`src/rtl/egp_cfg.svh`:
```
`ifndef EGP_CFG_SVH
`define EGP_CFG_SVH
// Register byte offsets on the Wishbone bus
`define EGP_OFS_P0_DATA   8'h00
`define EGP_OFS_P0_DIR    8'h04
`define EGP_OFS_P0_PULL   8'h08
`define EGP_OFS_AIN_DIS   8'h0c
`define EGP_OFS_P1_DATA   8'h10
`define EGP_OFS_P1_DIR    8'h14
`define EGP_OFS_P1_PULL   8'h18
`define EGP_OFS_STBY      8'h1c
`define EGP_OFS_CMP       8'h20
// Field positions
`define EGP_STBY_ISO_BIT  0
`define EGP_STBY_MODE_BIT 1
`define EGP_CMP_DIS_BIT   0
`define EGP_P1_NOPULL_BIT 2
`define EGP_P1_SCK_BIT    4
`define EGP_P1_SRX_BIT    6
// Reset values
`define EGP_RST_BYTE      8'h00
`define EGP_RST_CMP       1'b1
`endif

```
`src/rtl/egp_pkg.sv`:
```
package egp_pkg;
  // Bus slave phase
  typedef enum logic [0:0] {
    EGP_IDLE = 1'b0,
    EGP_ACK  = 1'b1
  } egp_phase_e;

  // One port's pad drive
  typedef struct packed {
    logic [7:0] out;
    logic [7:0] oe_n;
    logic [7:0] pull;
  } egp_pad_s;

  // Whole block state
  typedef struct packed {
    egp_phase_e phase;
    logic [31:0] rdat;
    logic [7:0]  p0_data;
    logic [7:0]  p0_dir;
    logic [7:0]  p0_pull;
    logic [7:0]  ain_dis;
    logic [7:0]  p1_data;
    logic [7:0]  p1_dir;
    logic [7:0]  p1_pull;
    logic [1:0]  stby;
    logic        cmp_dis;
    logic [7:0]  p0_s1;
    logic [7:0]  p0_s2;
    logic [7:0]  p1_s1;
    logic [7:0]  p1_s2;
    egp_pad_s    pad0;
    egp_pad_s    pad1;
    logic [7:0]  p0_in;
    logic [7:0]  p1_in;
    logic [7:0]  irq0;
    logic [1:0]  irq1;
    logic        cmp_en;
  } egp_state_s;
endpackage

```
`src/rtl/egp_port.sv`:
```
// Added by the designer: the Wishbone slave port and the register addresses.
`timescale 1ns/10ps
`include "egp_cfg.svh"

module egp_port (
  // Clock and reset
  input  wire logic        clk_i,
  input  wire logic        rst_i,
  // Wishbone slave
  input  wire logic        cyc_i,
  input  wire logic        stb_i,
  input  wire logic        we_i,
  input  wire logic [7:0]  adr_i,
  input  wire logic [3:0]  sel_i,
  input  wire logic [31:0] dat_i,
  input  wire logic        rmw_i,
  output logic             ack_o,
  output logic [31:0]      dat_o,
  // Standby and interrupt enables
  input  wire logic        stby_enter_i,
  input  wire logic [7:0]  irq0_en_i,
  input  wire logic [1:0]  irq1_en_i,
  // Peripheral outputs per port
  input  wire logic [7:0]  p0_per_oe_i,
  input  wire logic [7:0]  p0_per_out_i,
  input  wire logic [7:0]  p1_per_oe_i,
  input  wire logic [7:0]  p1_per_out_i,
  input  wire logic [7:0]  p1_open_drain_i,
  // Pads
  input  wire logic [7:0]  p0_pin_i,
  input  wire logic [7:0]  p1_pin_i,
  output logic [7:0]       p0_pin_o,
  output logic [7:0]       p0_pin_oe_n_o,
  output logic [7:0]       p0_pull_o,
  output logic [7:0]       p1_pin_o,
  output logic [7:0]       p1_pin_oe_n_o,
  output logic [7:0]       p1_pull_o,
  // Inputs to peripherals
  output logic [7:0]       p0_in_o,
  output logic [7:0]       p1_in_o,
  output logic [7:0]       irq0_in_o,
  output logic [1:0]       irq1_in_o,
  output logic             cmp_en_o
);

  ////////////////////////////////////////////////////////////////////////////
  // State
  egp_pkg::egp_state_s q;       // Registered state
  egp_pkg::egp_state_s d;       // Next state
  logic                isolate; // Pins floated by standby
  logic                hit;     // New bus request
  logic [7:0]          wb0;     // Byte lane 0 write data

  // A request is taken only while the slave is idle, so one
  // still held in the ack cycle is never taken twice
  assign hit = cyc_i && stb_i && (q.phase == egp_pkg::EGP_IDLE);
  assign wb0 = dat_i[7:0];
  // Standby entry and the isolate bit are both needed; either
  // one alone leaves the pads as they were
  // Isolation condition
  assign isolate = q.stby[`EGP_STBY_ISO_BIT] && q.stby[`EGP_STBY_MODE_BIT];

  ////////////////////////////////////////////////////////////////////////////
  // Pad drive, one generate entry per pin
  egp_pkg::egp_pad_s pd0;       // Port 0 next pad drive
  egp_pkg::egp_pad_s pd1;       // Port 1 next pad drive
  logic [7:0]        gin0;      // Port 0 gated input
  logic [7:0]        gin1;      // Port 1 gated input
  logic [7:0]        open0;     // Port 0 input kept open
  logic [7:0]        open1;     // Port 1 input kept open

  // Peripheral enable outranks the direction bit, so a pin can
  // be handed to a peripheral without touching the port setup
  genvar gi;
  generate
    for (gi = 0; gi < 8; gi++) begin : g_pin
      logic hi0;
      logic hi1;
      logic drv0;
      logic drv1;
      // Peripheral output takes priority over latch
      assign drv0 = p0_per_oe_i[gi] | q.p0_dir[gi];
      assign drv1 = p1_per_oe_i[gi] | q.p1_dir[gi];
      assign hi0 = p0_per_oe_i[gi] ? p0_per_out_i[gi] : q.p0_data[gi];
      assign hi1 = p1_per_oe_i[gi] ? p1_per_out_i[gi] : q.p1_data[gi];
      // Direction zero leaves pin undriven unless the peripheral enable is set
      // Port 0 has no open-drain pins, only port 1 does
      assign pd0.out[gi]  = hi0;
      assign pd0.oe_n[gi] = isolate | ~drv0;
      assign pd1.out[gi]  = hi1 & ~p1_open_drain_i[gi];
      assign pd1.oe_n[gi] = isolate | ~drv1
                          | (p1_open_drain_i[gi] & hi1);
      // Pull-up when set, never on port 1 pin 2; dropped when driving low
      assign pd0.pull[gi] = q.p0_pull[gi] & ~(~pd0.oe_n[gi] & ~hi0);
      if (gi == `EGP_P1_NOPULL_BIT) begin : g_nopull
        assign pd1.pull[gi] = 1'b0;
      end else begin : g_pull
        assign pd1.pull[gi] = q.p1_pull[gi]
                            & ~(~pd1.oe_n[gi] & ~pd1.out[gi]);
      end
      assign open0[gi] = ~isolate | irq0_en_i[gi];
      // Blocked input reads low; analog disable
      assign gin0[gi]  = q.p0_s2[gi] & open0[gi] & q.ain_dis[gi];
      if (gi == `EGP_P1_SCK_BIT) begin : g_sck
        assign open1[gi] = ~isolate | irq1_en_i[0];
      end else if (gi == `EGP_P1_SRX_BIT) begin : g_srx
        assign open1[gi] = ~isolate | irq1_en_i[1];
      end else begin : g_plain
        assign open1[gi] = ~isolate;
      end
      assign gin1[gi] = q.p1_s2[gi] & open1[gi];
    end
  endgenerate

  ////////////////////////////////////////////////////////////////////////////
  // Register read mux
  // Read data is picked from the request's address in the take
  // cycle and shown together with the ack one cycle later
  logic [7:0] rd_byte; // Selected read byte

  always_comb begin
    rd_byte = 8'h00;
    case (adr_i)
      // Output reads latch; input reads pin
      `EGP_OFS_P0_DATA:
        rd_byte = rmw_i ? q.p0_data
                : ((q.p0_dir & ~p0_per_oe_i & q.p0_data)
                 | (~(q.p0_dir & ~p0_per_oe_i) & gin0));
      `EGP_OFS_P0_DIR:  rd_byte = q.p0_dir;
      `EGP_OFS_P0_PULL: rd_byte = q.p0_pull;
      `EGP_OFS_AIN_DIS: rd_byte = q.ain_dis;
      `EGP_OFS_P1_DATA:
        rd_byte = rmw_i ? q.p1_data
                : ((q.p1_dir & ~p1_per_oe_i & q.p1_data)
                 | (~(q.p1_dir & ~p1_per_oe_i) & gin1));
      `EGP_OFS_P1_DIR:  rd_byte = q.p1_dir;
      `EGP_OFS_P1_PULL: rd_byte = q.p1_pull;
      `EGP_OFS_STBY:    rd_byte = {6'h00, q.stby};
      `EGP_OFS_CMP:     rd_byte = {7'h00, q.cmp_dis};
      default:          rd_byte = 8'h00;
    endcase
  end

  ////////////////////////////////////////////////////////////////////////////
  // Next state
  always_comb begin
    d = q;
    // The first flop may go metastable, so nothing but the
    // second flop ever reads it
    // Two-flop synchronisers on pads
    d.p0_s1 = p0_pin_i;
    d.p0_s2 = q.p0_s1;
    d.p1_s1 = p1_pin_i;
    d.p1_s2 = q.p1_s1;
    // Mode follows the standby entry level
    d.stby[`EGP_STBY_MODE_BIT] = stby_enter_i;
    // Without isolation pads keep their drive
    d.pad0  = pd0;
    d.pad1  = pd1;
    d.p0_in = gin0;
    d.p1_in = gin1;
    // Interrupt pins feed the interrupt circuit
    d.irq0  = gin0 | (q.p0_s2 & open0);
    d.irq1  = {gin1[`EGP_P1_SRX_BIT], gin1[`EGP_P1_SCK_BIT]};
    d.cmp_en = ~q.cmp_dis;
    // Spending the ack cycle idle costs one cycle per access but
    // keeps a held request from being taken again
    // Bus slave: one-cycle ack, then idle
    if (q.phase == egp_pkg::EGP_ACK) begin
      d.phase = egp_pkg::EGP_IDLE;
    end else if (hit) begin
      d.phase = egp_pkg::EGP_ACK;
      d.rdat  = {24'h000000, rd_byte};
      if (we_i && sel_i[0]) begin
        case (adr_i)
          `EGP_OFS_P0_DATA: d.p0_data = wb0;
          `EGP_OFS_P0_DIR:  d.p0_dir  = wb0;
          `EGP_OFS_P0_PULL: d.p0_pull = wb0;
          `EGP_OFS_AIN_DIS: d.ain_dis = wb0;
          `EGP_OFS_P1_DATA: d.p1_data = wb0;
          `EGP_OFS_P1_DIR:  d.p1_dir  = wb0;
          `EGP_OFS_P1_PULL: d.p1_pull = wb0;
          `EGP_OFS_STBY:    d.stby[`EGP_STBY_ISO_BIT] = wb0[0];
          `EGP_OFS_CMP:     d.cmp_dis = wb0[`EGP_CMP_DIS_BIT];
          default:          d.rdat = 32'h00000000;
        endcase
      end
    end
    // Reset wins over any bus write in the same cycle
    if (rst_i) begin
      d = '0;
      d.p0_dir  = `EGP_RST_BYTE;
      d.p1_dir  = `EGP_RST_BYTE;
      d.ain_dis = `EGP_RST_BYTE;
      d.cmp_dis = `EGP_RST_CMP;
      d.pad0.oe_n = 8'hff;
      d.pad1.oe_n = 8'hff;
    end
  end

  // One register for the whole state keeps reset and update
  // in a single place
  // Register the whole state
  always_ff @(posedge clk_i) begin
    q <= d;
  end

  ////////////////////////////////////////////////////////////////////////////
  // Pad controls lag the registers by one cycle; the pads stay
  // glitch-free at the cost of that latency
  // Outputs straight from flops
  assign ack_o         = (q.phase == egp_pkg::EGP_ACK);
  assign dat_o         = q.rdat;
  assign p0_pin_o      = q.pad0.out;
  assign p0_pin_oe_n_o = q.pad0.oe_n;
  assign p0_pull_o     = q.pad0.pull;
  assign p1_pin_o      = q.pad1.out;
  assign p1_pin_oe_n_o = q.pad1.oe_n;
  assign p1_pull_o     = q.pad1.pull;
  assign p0_in_o       = q.p0_in;
  assign p1_in_o       = q.p1_in;
  assign irq0_in_o     = q.irq0;
  assign irq1_in_o     = q.irq1;
  assign cmp_en_o      = q.cmp_en;

  ////////////////////////////////////////////////////////////////////////////
  // Checks
  // Checks other than a_pull_low_off, a_nopull_bit and a_cmp_enable
  // look one cycle after their cause, because every output comes from a flop
  a_reset_dir_clear: assert property (
    @(posedge clk_i) rst_i |=> (q.p0_dir == 8'h00) && (q.p1_dir == 8'h00))
    else $error("direction not cleared by reset");
  a_reset_ain_clear: assert property (
    @(posedge clk_i) rst_i |=> (q.ain_dis == 8'h00))
    else $error("analog disable not cleared by reset");
  a_isolate_float: assert property (
    @(posedge clk_i) disable iff (rst_i)
    isolate |=> (p0_pin_oe_n_o == 8'hff) && (p1_pin_oe_n_o == 8'hff))
    else $error("pins driven during isolation");
  a_isolate_low: assert property (
    @(posedge clk_i) disable iff (rst_i)
    (isolate && irq1_en_i == 2'b00) |=> (p1_in_o == 8'h00))
    else $error("isolated input not low");
  a_drive_latch: assert property (
    @(posedge clk_i) disable iff (rst_i)
    (!isolate && q.p0_dir[1] && !p0_per_oe_i[1])
      |=> !p0_pin_oe_n_o[1] && (p0_pin_o[1] == $past(q.p0_data[1])))
    else $error("output pin not driving latch");
  a_input_float: assert property (
    @(posedge clk_i) disable iff (rst_i)
    (!q.p0_dir[3] && !p0_per_oe_i[3]) |=> p0_pin_oe_n_o[3])
    else $error("input pin driven");
  a_pull_low_off: assert property (
    @(posedge clk_i) disable iff (rst_i)
    (!p0_pin_oe_n_o[0] && !p0_pin_o[0]) |-> !p0_pull_o[0])
    else $error("pull-up on while driving low");
  a_nopull_bit: assert property (
    @(posedge clk_i) disable iff (rst_i) !p1_pull_o[2])
    else $error("pull-up on pin without pull-up");
  a_cmp_enable: assert property (
    @(posedge clk_i) disable iff (rst_i)
    !q.cmp_dis ##1 !q.cmp_dis |-> cmp_en_o)
    else $error("comparator input not enabled");
  a_ack_once: assert property (
    @(posedge clk_i) disable iff (rst_i) ack_o |=> !ack_o)
    else $error("ack held more than one cycle");

  // Isolated pins with no interrupt enable must read low
  a_iso_p0_low: assert property (
    @(posedge clk_i) disable iff (rst_i)
    (isolate && (irq0_en_i == 8'h00))
      |=> (p0_in_o == 8'h00) && (irq0_in_o == 8'h00))
    else $error("blocked port 0 input not low");

  // An enabled interrupt channel still sees its pin
  a_irq_keep_open: assert property (
    @(posedge clk_i) disable iff (rst_i)
    (isolate && irq0_en_i[2]) |=> (irq0_in_o[2] == $past(q.p0_s2[2])))
    else $error("enabled interrupt input blocked");

  // Serial clock pin stays open when its interrupt is on
  a_serial_open: assert property (
    @(posedge clk_i) disable iff (rst_i)
    (isolate && irq1_en_i[0]) |=> (p1_in_o[4] == $past(q.p1_s2[4])))
    else $error("serial clock input blocked");

  // Standby without isolation leaves an output driving
  a_standby_keep: assert property (
    @(posedge clk_i) disable iff (rst_i)
    (q.stby[`EGP_STBY_MODE_BIT] && !q.stby[`EGP_STBY_ISO_BIT]
     && q.p1_dir[1] && !p1_per_oe_i[1] && !p1_open_drain_i[1])
      |=> !p1_pin_oe_n_o[1] && (p1_pin_o[1] == $past(q.p1_data[1])))
    else $error("output dropped in standby");

  // Interrupt circuit follows the pin outside isolation
  a_irq_route: assert property (
    @(posedge clk_i) disable iff (rst_i)
    !isolate |=> (irq0_in_o == $past(q.p0_s2)))
    else $error("pin not routed to interrupt circuit");

  // Pull-up bit on an undriven pin connects the pull-up
  a_pull_connect: assert property (
    @(posedge clk_i) disable iff (rst_i)
    (q.p0_pull[2] && !q.p0_dir[2] && !p0_per_oe_i[2]) |=> p0_pull_o[2])
    else $error("pull-up not connected");

  // Disable bit set closes the comparator path
  a_cmp_disable: assert property (
    @(posedge clk_i) disable iff (rst_i) q.cmp_dis |=> !cmp_en_o)
    else $error("comparator input not disabled");

  // A taken data write with byte lane 0 selected always lands in the latch
  a_latch_write: assert property (
    @(posedge clk_i) disable iff (rst_i)
    (hit && we_i && sel_i[0] && (adr_i == `EGP_OFS_P1_DATA))
      |=> (q.p1_data == $past(dat_i[7:0])))
    else $error("data write missed the latch");

  // A modify-read of the data register returns the latch
  a_read_latch: assert property (
    @(posedge clk_i) disable iff (rst_i)
    (hit && !we_i && rmw_i && (adr_i == `EGP_OFS_P1_DATA))
      |=> (dat_o[7:0] == $past(q.p1_data)))
    else $error("modify-read did not return latch");

  // Peripheral output enable takes the pin
  a_periph_drive: assert property (
    @(posedge clk_i) disable iff (rst_i)
    (!isolate && p1_per_oe_i[7] && !p1_open_drain_i[7])
      |=> !p1_pin_oe_n_o[7] && (p1_pin_o[7] == $past(p1_per_out_i[7])))
    else $error("peripheral output not on pin");

  // Open-drain output floats on one and pulls low on zero
  a_open_drain: assert property (
    @(posedge clk_i) disable iff (rst_i)
    (!isolate && q.p1_dir[0] && !p1_per_oe_i[0] && p1_open_drain_i[0])
      |=> !p1_pin_o[0] && (p1_pin_oe_n_o[0] == $past(q.p1_data[0])))
    else $error("open-drain pin misdriven");

  // Analog disable set lets the pin through outside isolation
  a_digital_in: assert property (
    @(posedge clk_i) disable iff (rst_i)
    (q.ain_dis[3] && !isolate) |=> (p0_in_o[3] == $past(q.p0_s2[3])))
    else $error("digital input path not enabled");

endmodule

```
`config.mk`:
```
export PLATFORM = sky130hd
export DESIGN_NAME = egp_port
export DESIGN_NICKNAME = d
export VERILOG_FILES = /design/src/rtl/egp_pkg.sv /design/src/rtl/egp_port.sv
export VERILOG_INCLUDE_DIRS = /design/src /design/src/rtl
export SDC_FILE = /design/constraint.sdc
export NUM_CORES = 1
export LEC_CHECK = 0
export BUFFER_PORTS_ARGS = -buffer_cell sky130_fd_sc_hd__clkbuf_2
export CORE_MARGIN = 1.5
export CORE_UTILIZATION = 39
export DETAILED_ROUTE_END_ITERATION = 10
export SYNTH_ARGS = -nofsm -noshare
export SYNTH_HDL_FRONTEND = slang
export SYNTH_SLANG_ARGS = --single-unit
```
`constraint.sdc`:
```
create_clock -name clk_i -period 2 [get_ports clk_i]
set_input_delay 0.2 -clock clk_i [delete_from_list [all_inputs] [get_ports clk_i]]
set_output_delay 0.2 -clock clk_i [all_outputs]
set_load 0.05 [all_outputs]
```
==> results.yml, run 1 <==
outcome:
  status: "finished clean"
synthesis:
  ys_top_cells_by_count: "172 x dfxtp_1, 107 x buf_4, 86 x nor2_1, 81 x mux2i_1, 54 x o21ai_0"
  ys_types: 50
  synth_most_common_cell: "dfxtp_1"
  synthSimpleGateAreaFrac: 0.174
  synth_seq_cells: 172
  synth_enable_flop_cells: 0
  yosys-top-cells-area: "dfxtp_1 46%, mux2i_1 11%, buf_4 11%, nor2_1 4.3%, o21ai_0 3.6%"
  synth_xor_area_frac: 0
  ys.flop_type: "dfxtp_1"
  yosysWarnings: 0
  synth_top_family_by_area: "simple AND/OR/NAND/NOR gates"
  synth_area_sq_mm: 0.00754
  muxShareOfSynthArea: 0.121
  synth_fa_ha_area_frac: 0
  async_reset_ff_frac: 0
  ys_seq_area_frac: 0.457
  synth_top_area_cell: "dfxtp_1"
  synth_top_area_frac: 0.457
  synth_cells: 808
  syn_avg_cell_area_sq_um: 9.33
  synth_compound_area_frac: 0.109
routing:
  drc: 0
  wl_per_cell_microns: 16.3
  drtIter0Drc: 337
  vias: 5820
  firstDrtPassIters: 4
  antenna_left: 0
  vias_per_cell: 4.76
  routed_wl_microns: 19900
place:
  pre_cts_ws_ps: 128
  hpwl_microns: 14400
  port_buffers: 172
  gp_congestion: 0.928
  placed_cell_area_sq_mm: 0.00824
floorplan:
  dieArea_sq_mm: 0.0202
  ioPinCount: 225
  core-area_sq_mm: 0.0188
  die_h_microns: 142
  start_util: 0.400
  row_count: 50
  die_w_microns: 142
worst_hold_path:
  hold_class: "in -> reg"
global_routing:
  grt-ovfl-total: 0
  grt_usage: 0.198
  grt_pass1_vias: 5393
  grt_pass1_wl_microns: 29900
  grt_max_degree: 103
  antenna_found_initial: 0
finish:
  antenna_cells: 0
  final_util: 0.487
  area_delta_synth_final_pct: 21.6
  fill_cells: 1812
  drive_above_1_share: 0.264
  nets: 1067
  postLayoutCellArea_sq_mm: 0.00917
pwr:
  leakage_uw: 0.00412
  max-vdd-ir-drop_mv: 0.585
  power.density_mw_per_mm2: 852
sta:
  holdWs_ps: 16.5
  skew_ps: 9.70
  worst_slack_ps: 129
  relSlewSlack: 0.625
  clock.fmax_ghz: 0.535
  fin_crit_sh: 0.935
  setup_violations: 0
  slew_violations: 0
  rsz0062_at_grt: "no"
  hold_viol: 0
  tns_ps: 0
  tightest_slew_ps: 562
  period_minus_slack_ps: 1870
worst_setup_path:
  cp_data_arrival_time_ps: 2170
  endpoint_kind: "flip-flop"
  crit_family: "simple AND/OR/NAND/NOR gates"
  crit_type: "reg -> reg"
  critPathBufInv: 1
  cp.required_ps: 2300
  cpPeakStageDelay_ps: 550
  path_cells: "and3b_1 > nand3_4 > or4_1 > buf_4 > mux2i_1 > nor2_1"
  crit_fanout: 7
  crit_slowest_cell: "or4_1"
  critPathLaunchType: "flip-flop"
  rrSetupSlack_ps: 130
job:
  maxCapViolations: 0
clock_tree:
  post_cts_buffers: 0
  cts_made_buffers: 17
  clk_pin_slew_ps: 60
  cts_root_buf: "clkbuf_16"
  cts_tree: "yes"
  ctsHtreeMaxLevel: 4
  insertion_delay_ps: 420
  clock-sinks: 172
  clockBufferDepth: 2
report_power, final:
group          switching [uW]  internal [uW]
logic                     506            239
registers                22.3           3490
clock network            1340           2200
total                    1870           5940
flip-flops by register name, indices dropped and copies added, names as in the netlist, 7 cells and up:
signal,flops
p0_pull_o,8
p1_in_o,8
p0_in_o,8
dat_o,8
p1_pull_o,7
q,91
p1_pin_o,8
irq0_in_o,8
p0_pin_o,8
p1_pin_oe_n_o,8
p0_pin_oe_n_o,8
repair_timing:
item,in CTS,in global routing
hold buffers,29,0
hold endpoints to repair,29,0
setup endpoints to repair,0,4
resized for setup,0,1
cell families (layout without fill, tap and decap cells):
| logic type | after synthesis | count (layout) |
|---|---|---|
| multiplexers | 88 | 88 |
| other | 1 | 25 |
| AND/OR/NAND/NOR | 241 | 241 |
| buffers and inverters | 168 | 298 |
| AO/OA/AOI/OAI | 138 | 138 |
| flip-flops | 172 | 172 |
path summary, 6_finish.rpt:
path	startpoint	to	cells past startpoint
worst max-delay path	ack_o	q[137]	6
worst min-delay path	p0_per_oe_i[4]	p0_pin_oe_n_o[4]	2
worst max register to register	ack_o	q[137]	6
worst min register to register	q[83]	q[75]	1
worst register-to-register path: stages, from the launching register on:
cell and delay, ps:
dfxtp_1 320, and3b_1 300, nand3_4 140, or4_1 550
buf_4 220, mux2i_1 170, nor2_1 50
metal layers:
metal / vias up / global-route usage / wire, microns
met5: - / 0 / 0
met4: 0 / 0.0461 / 176
met3: 15 / 0.0464 / 1030
met2: 164 / 0.317 / 9180
met1: 2717 / 0.271 / 9490
li1: 2924 / - / -
cell usage in the layout, fill, tap and decap left out, types with 25 or more instances in the layout:
cell type / n
dfxtp_1: 172
clkbuf_2: 171
nor2_1: 86
mux2i_1: 81
o21ai_0: 54
nor2b_1: 43
buf_4: 36
a21oi_1: 32
dlygate4sd3_1: 29
nand2_1: 28
inv_1: 26
conb_1: 25
layout make-up:
| cell class | count | area, sq um | area share |
|---|---|---|---|
| clock inverters | 12 | 196 | 0.0214 |
| multi-input cells | 492 | 3150 | 0.344 |
| repair buffers | 241 | 1520 | 0.165 |
| inverters | 26 | 97.6 | 0.0106 |
| clock buffers | 19 | 433 | 0.0472 |
| well taps | 260 | 325 | 0.0355 |
| flip-flops and latches | 172 | 3440 | 0.376 |
stage by stage:
stage	total power [uW]	instances
after global placement	4290	1162
after floorplan	4120	832
after CTS	7900	1222
after detailed placement	4290	1162
after global routing	8080	1222
final	7810	1222
Note: power is estimated with default switching activity, not from simulation.
==> inputs of run 2 (changes only) <==
==> constraint.sdc (replaced) <==
create_clock -name clk_i -period 2 [get_ports clk_i]
set_input_delay 0.3 -clock clk_i [delete_from_list [all_inputs] [get_ports clk_i]]
set_output_delay 0.3 -clock clk_i [all_outputs]
set_load 0.05 [all_outputs]
==> run 2 against run 1 <==
Compared with the run above:
- power down 7.1%
- highest routed layer unchanged
- die area unchanged
- core utilization down 1.9 points
- critical endpoint is now q[138]
==> results.yml, run 2 (synthesis results as in run 1) <==
global_routing:
  antenna_found_initial: 0
  grt_pass1_wl_microns: 30000
  grt_usage: 0.199
  grt_max_degree: 115
  grt-ovfl-total: 0
  grt_pass1_vias: 5311
clock_tree:
  clockBufferDepth: 2
  ctsHtreeMaxLevel: 4
  cts_tree: "yes"
  insertion_delay_ps: 420
  clock-sinks: 172
  cts_made_buffers: 17
  clk_pin_slew_ps: 60
  cts_root_buf: "clkbuf_16"
floorplan:
  row_count: 50
  core-area_sq_mm: 0.0188
  dieArea_sq_mm: 0.0202
  ioPinCount: 225
  die_h_microns: 142
  die_w_microns: 142
  start_util: 0.400
worst_hold_path:
  hold_class: "in -> reg"
sta:
  skew_ps: 8.93
  tightest_slew_ps: 601
  fin_crit_sh: 0.945
  hold_viol: 0
  worst_slack_ps: 111
  relSlewSlack: 0.598
  holdWs_ps: 71.7
  rsz0062_at_grt: "no"
  clock.fmax_ghz: 0.529
  tns_ps: 0
  setup_violations: 0
  period_minus_slack_ps: 1890
  slew_violations: 0
finish:
  area_delta_synth_final_pct: 16.9
  postLayoutCellArea_sq_mm: 0.00881
  final_util: 0.468
  largest_reg_flops: 91
  nets: 1042
  regMostFlops: "q"
  final_common_cell: "dfxtp_1"
  layout_common_cells: "172 x dfxtp_1, 171 x clkbuf_2, 86 x nor2_1"
  drive_above_1_share: 0.275
  antenna_cells: 0
place:
  gp_congestion: 0.876
  hpwl_microns: 14700
  placed_cell_area_sq_mm: 0.00827
  port_buffers: 172
  pre_cts_ws_ps: 44.7
outcome:
  status: "finished clean"
worst_setup_path:
  crit_slowest_cell: "or4_1"
  cp_data_arrival_time_ps: 2180
  crit_type: "reg -> reg"
  path_cells: "and3b_1 > nand3_4 > or4_1 > buf_4 > mux2i_1 > nor2_1"
  crit_fanout: 7
  cpPeakStageDelay_ps: 550
  critPathLaunchType: "flip-flop"
  endpoint_kind: "flip-flop"
  cp.required_ps: 2290
pwr:
  power.density_mw_per_mm2: 823
  leakage_uw: 0.00398
  max-vdd-ir-drop_mv: 0.588
routing:
  routed_wl_microns: 19700
  antenna_left: 0
  drtIter0Drc: 233
  firstDrtPassIters: 4
  vias: 5700
  wl_per_cell_microns: 16.5
  drc: 0
  vias_per_cell: 4.77
job:
  maxCapViolations: 0
run 2: cell types whose count changed in the layout (fill, tap and decap cells not counted), sizes merged:
cell	before	now
dlygate4sd3	29	0
buf	41	45
bufinv	5	1
clkbuf	190	191
run 2: area by class of cell:
| type | instances | area, sq um |
|---|---|---|
| fill | 1836 | 10000 |
| tap | 260 | 325 |
| sequential | 172 | 3440 |
| clock inverter | 8 | 72.6 |
| clock buffer | 20 | 457 |
| inverter | 26 | 97.6 |
| timing repair buffer | 216 | 1260 |
| multi-input combinational | 492 | 3160 |
run 2: final timing paths:
check,from,slack (ps),depth (start not counted),end
max reg2reg,ack_o,110,6,q[138]
max,ack_o,110,6,q[138]
min reg2reg,q[105],430,1,q[97]
min,p1_open_drain_i[7],70,2,p1_pin_o[7]
run 2: repair_timing:
item | in CTS | in global routing
hold buffers | 0 | 0
setup endpoints to repair | 0 | 2
buffers inserted | 0 | 0
gates resized for setup | 0 | 2
run 2: worst max-delay path: cells and delay by family (launching register included):
family	cells	cell delay (ps)
buffers and inverters	1	210
flip-flops	1	320
multiplexers	1	170
AND/OR/NAND/NOR	4	1050
run 2: through the flow:
step           power, uW  cells
3_3_place_gp        4290   1166
2_1_floorplan       4120    832
5_1_grt             7520   1194
4_1_cts             7340   1194
6_report            7250   1194
3_5_place_dp        4300   1166
run 2: report_power, final:
part / internal, uW / leakage, uW / switching (uW)
registers: 3490 / 0.00140 / 22.4
clock network: 1740 / 0.000255 / 1290
logic: 205 / 0.00232 / 500
run 2: routing by layer:
layer | global-route usage | share of wire | vias up
met5 | 0 | 0 | -
met4 | 0.0559 | 0.015 | 0
met3 | 0.0495 | 0.058 | 19
met2 | 0.313 | 0.46 | 150
met1 | 0.270 | 0.47 | 2661
li1 | - | - | 2870
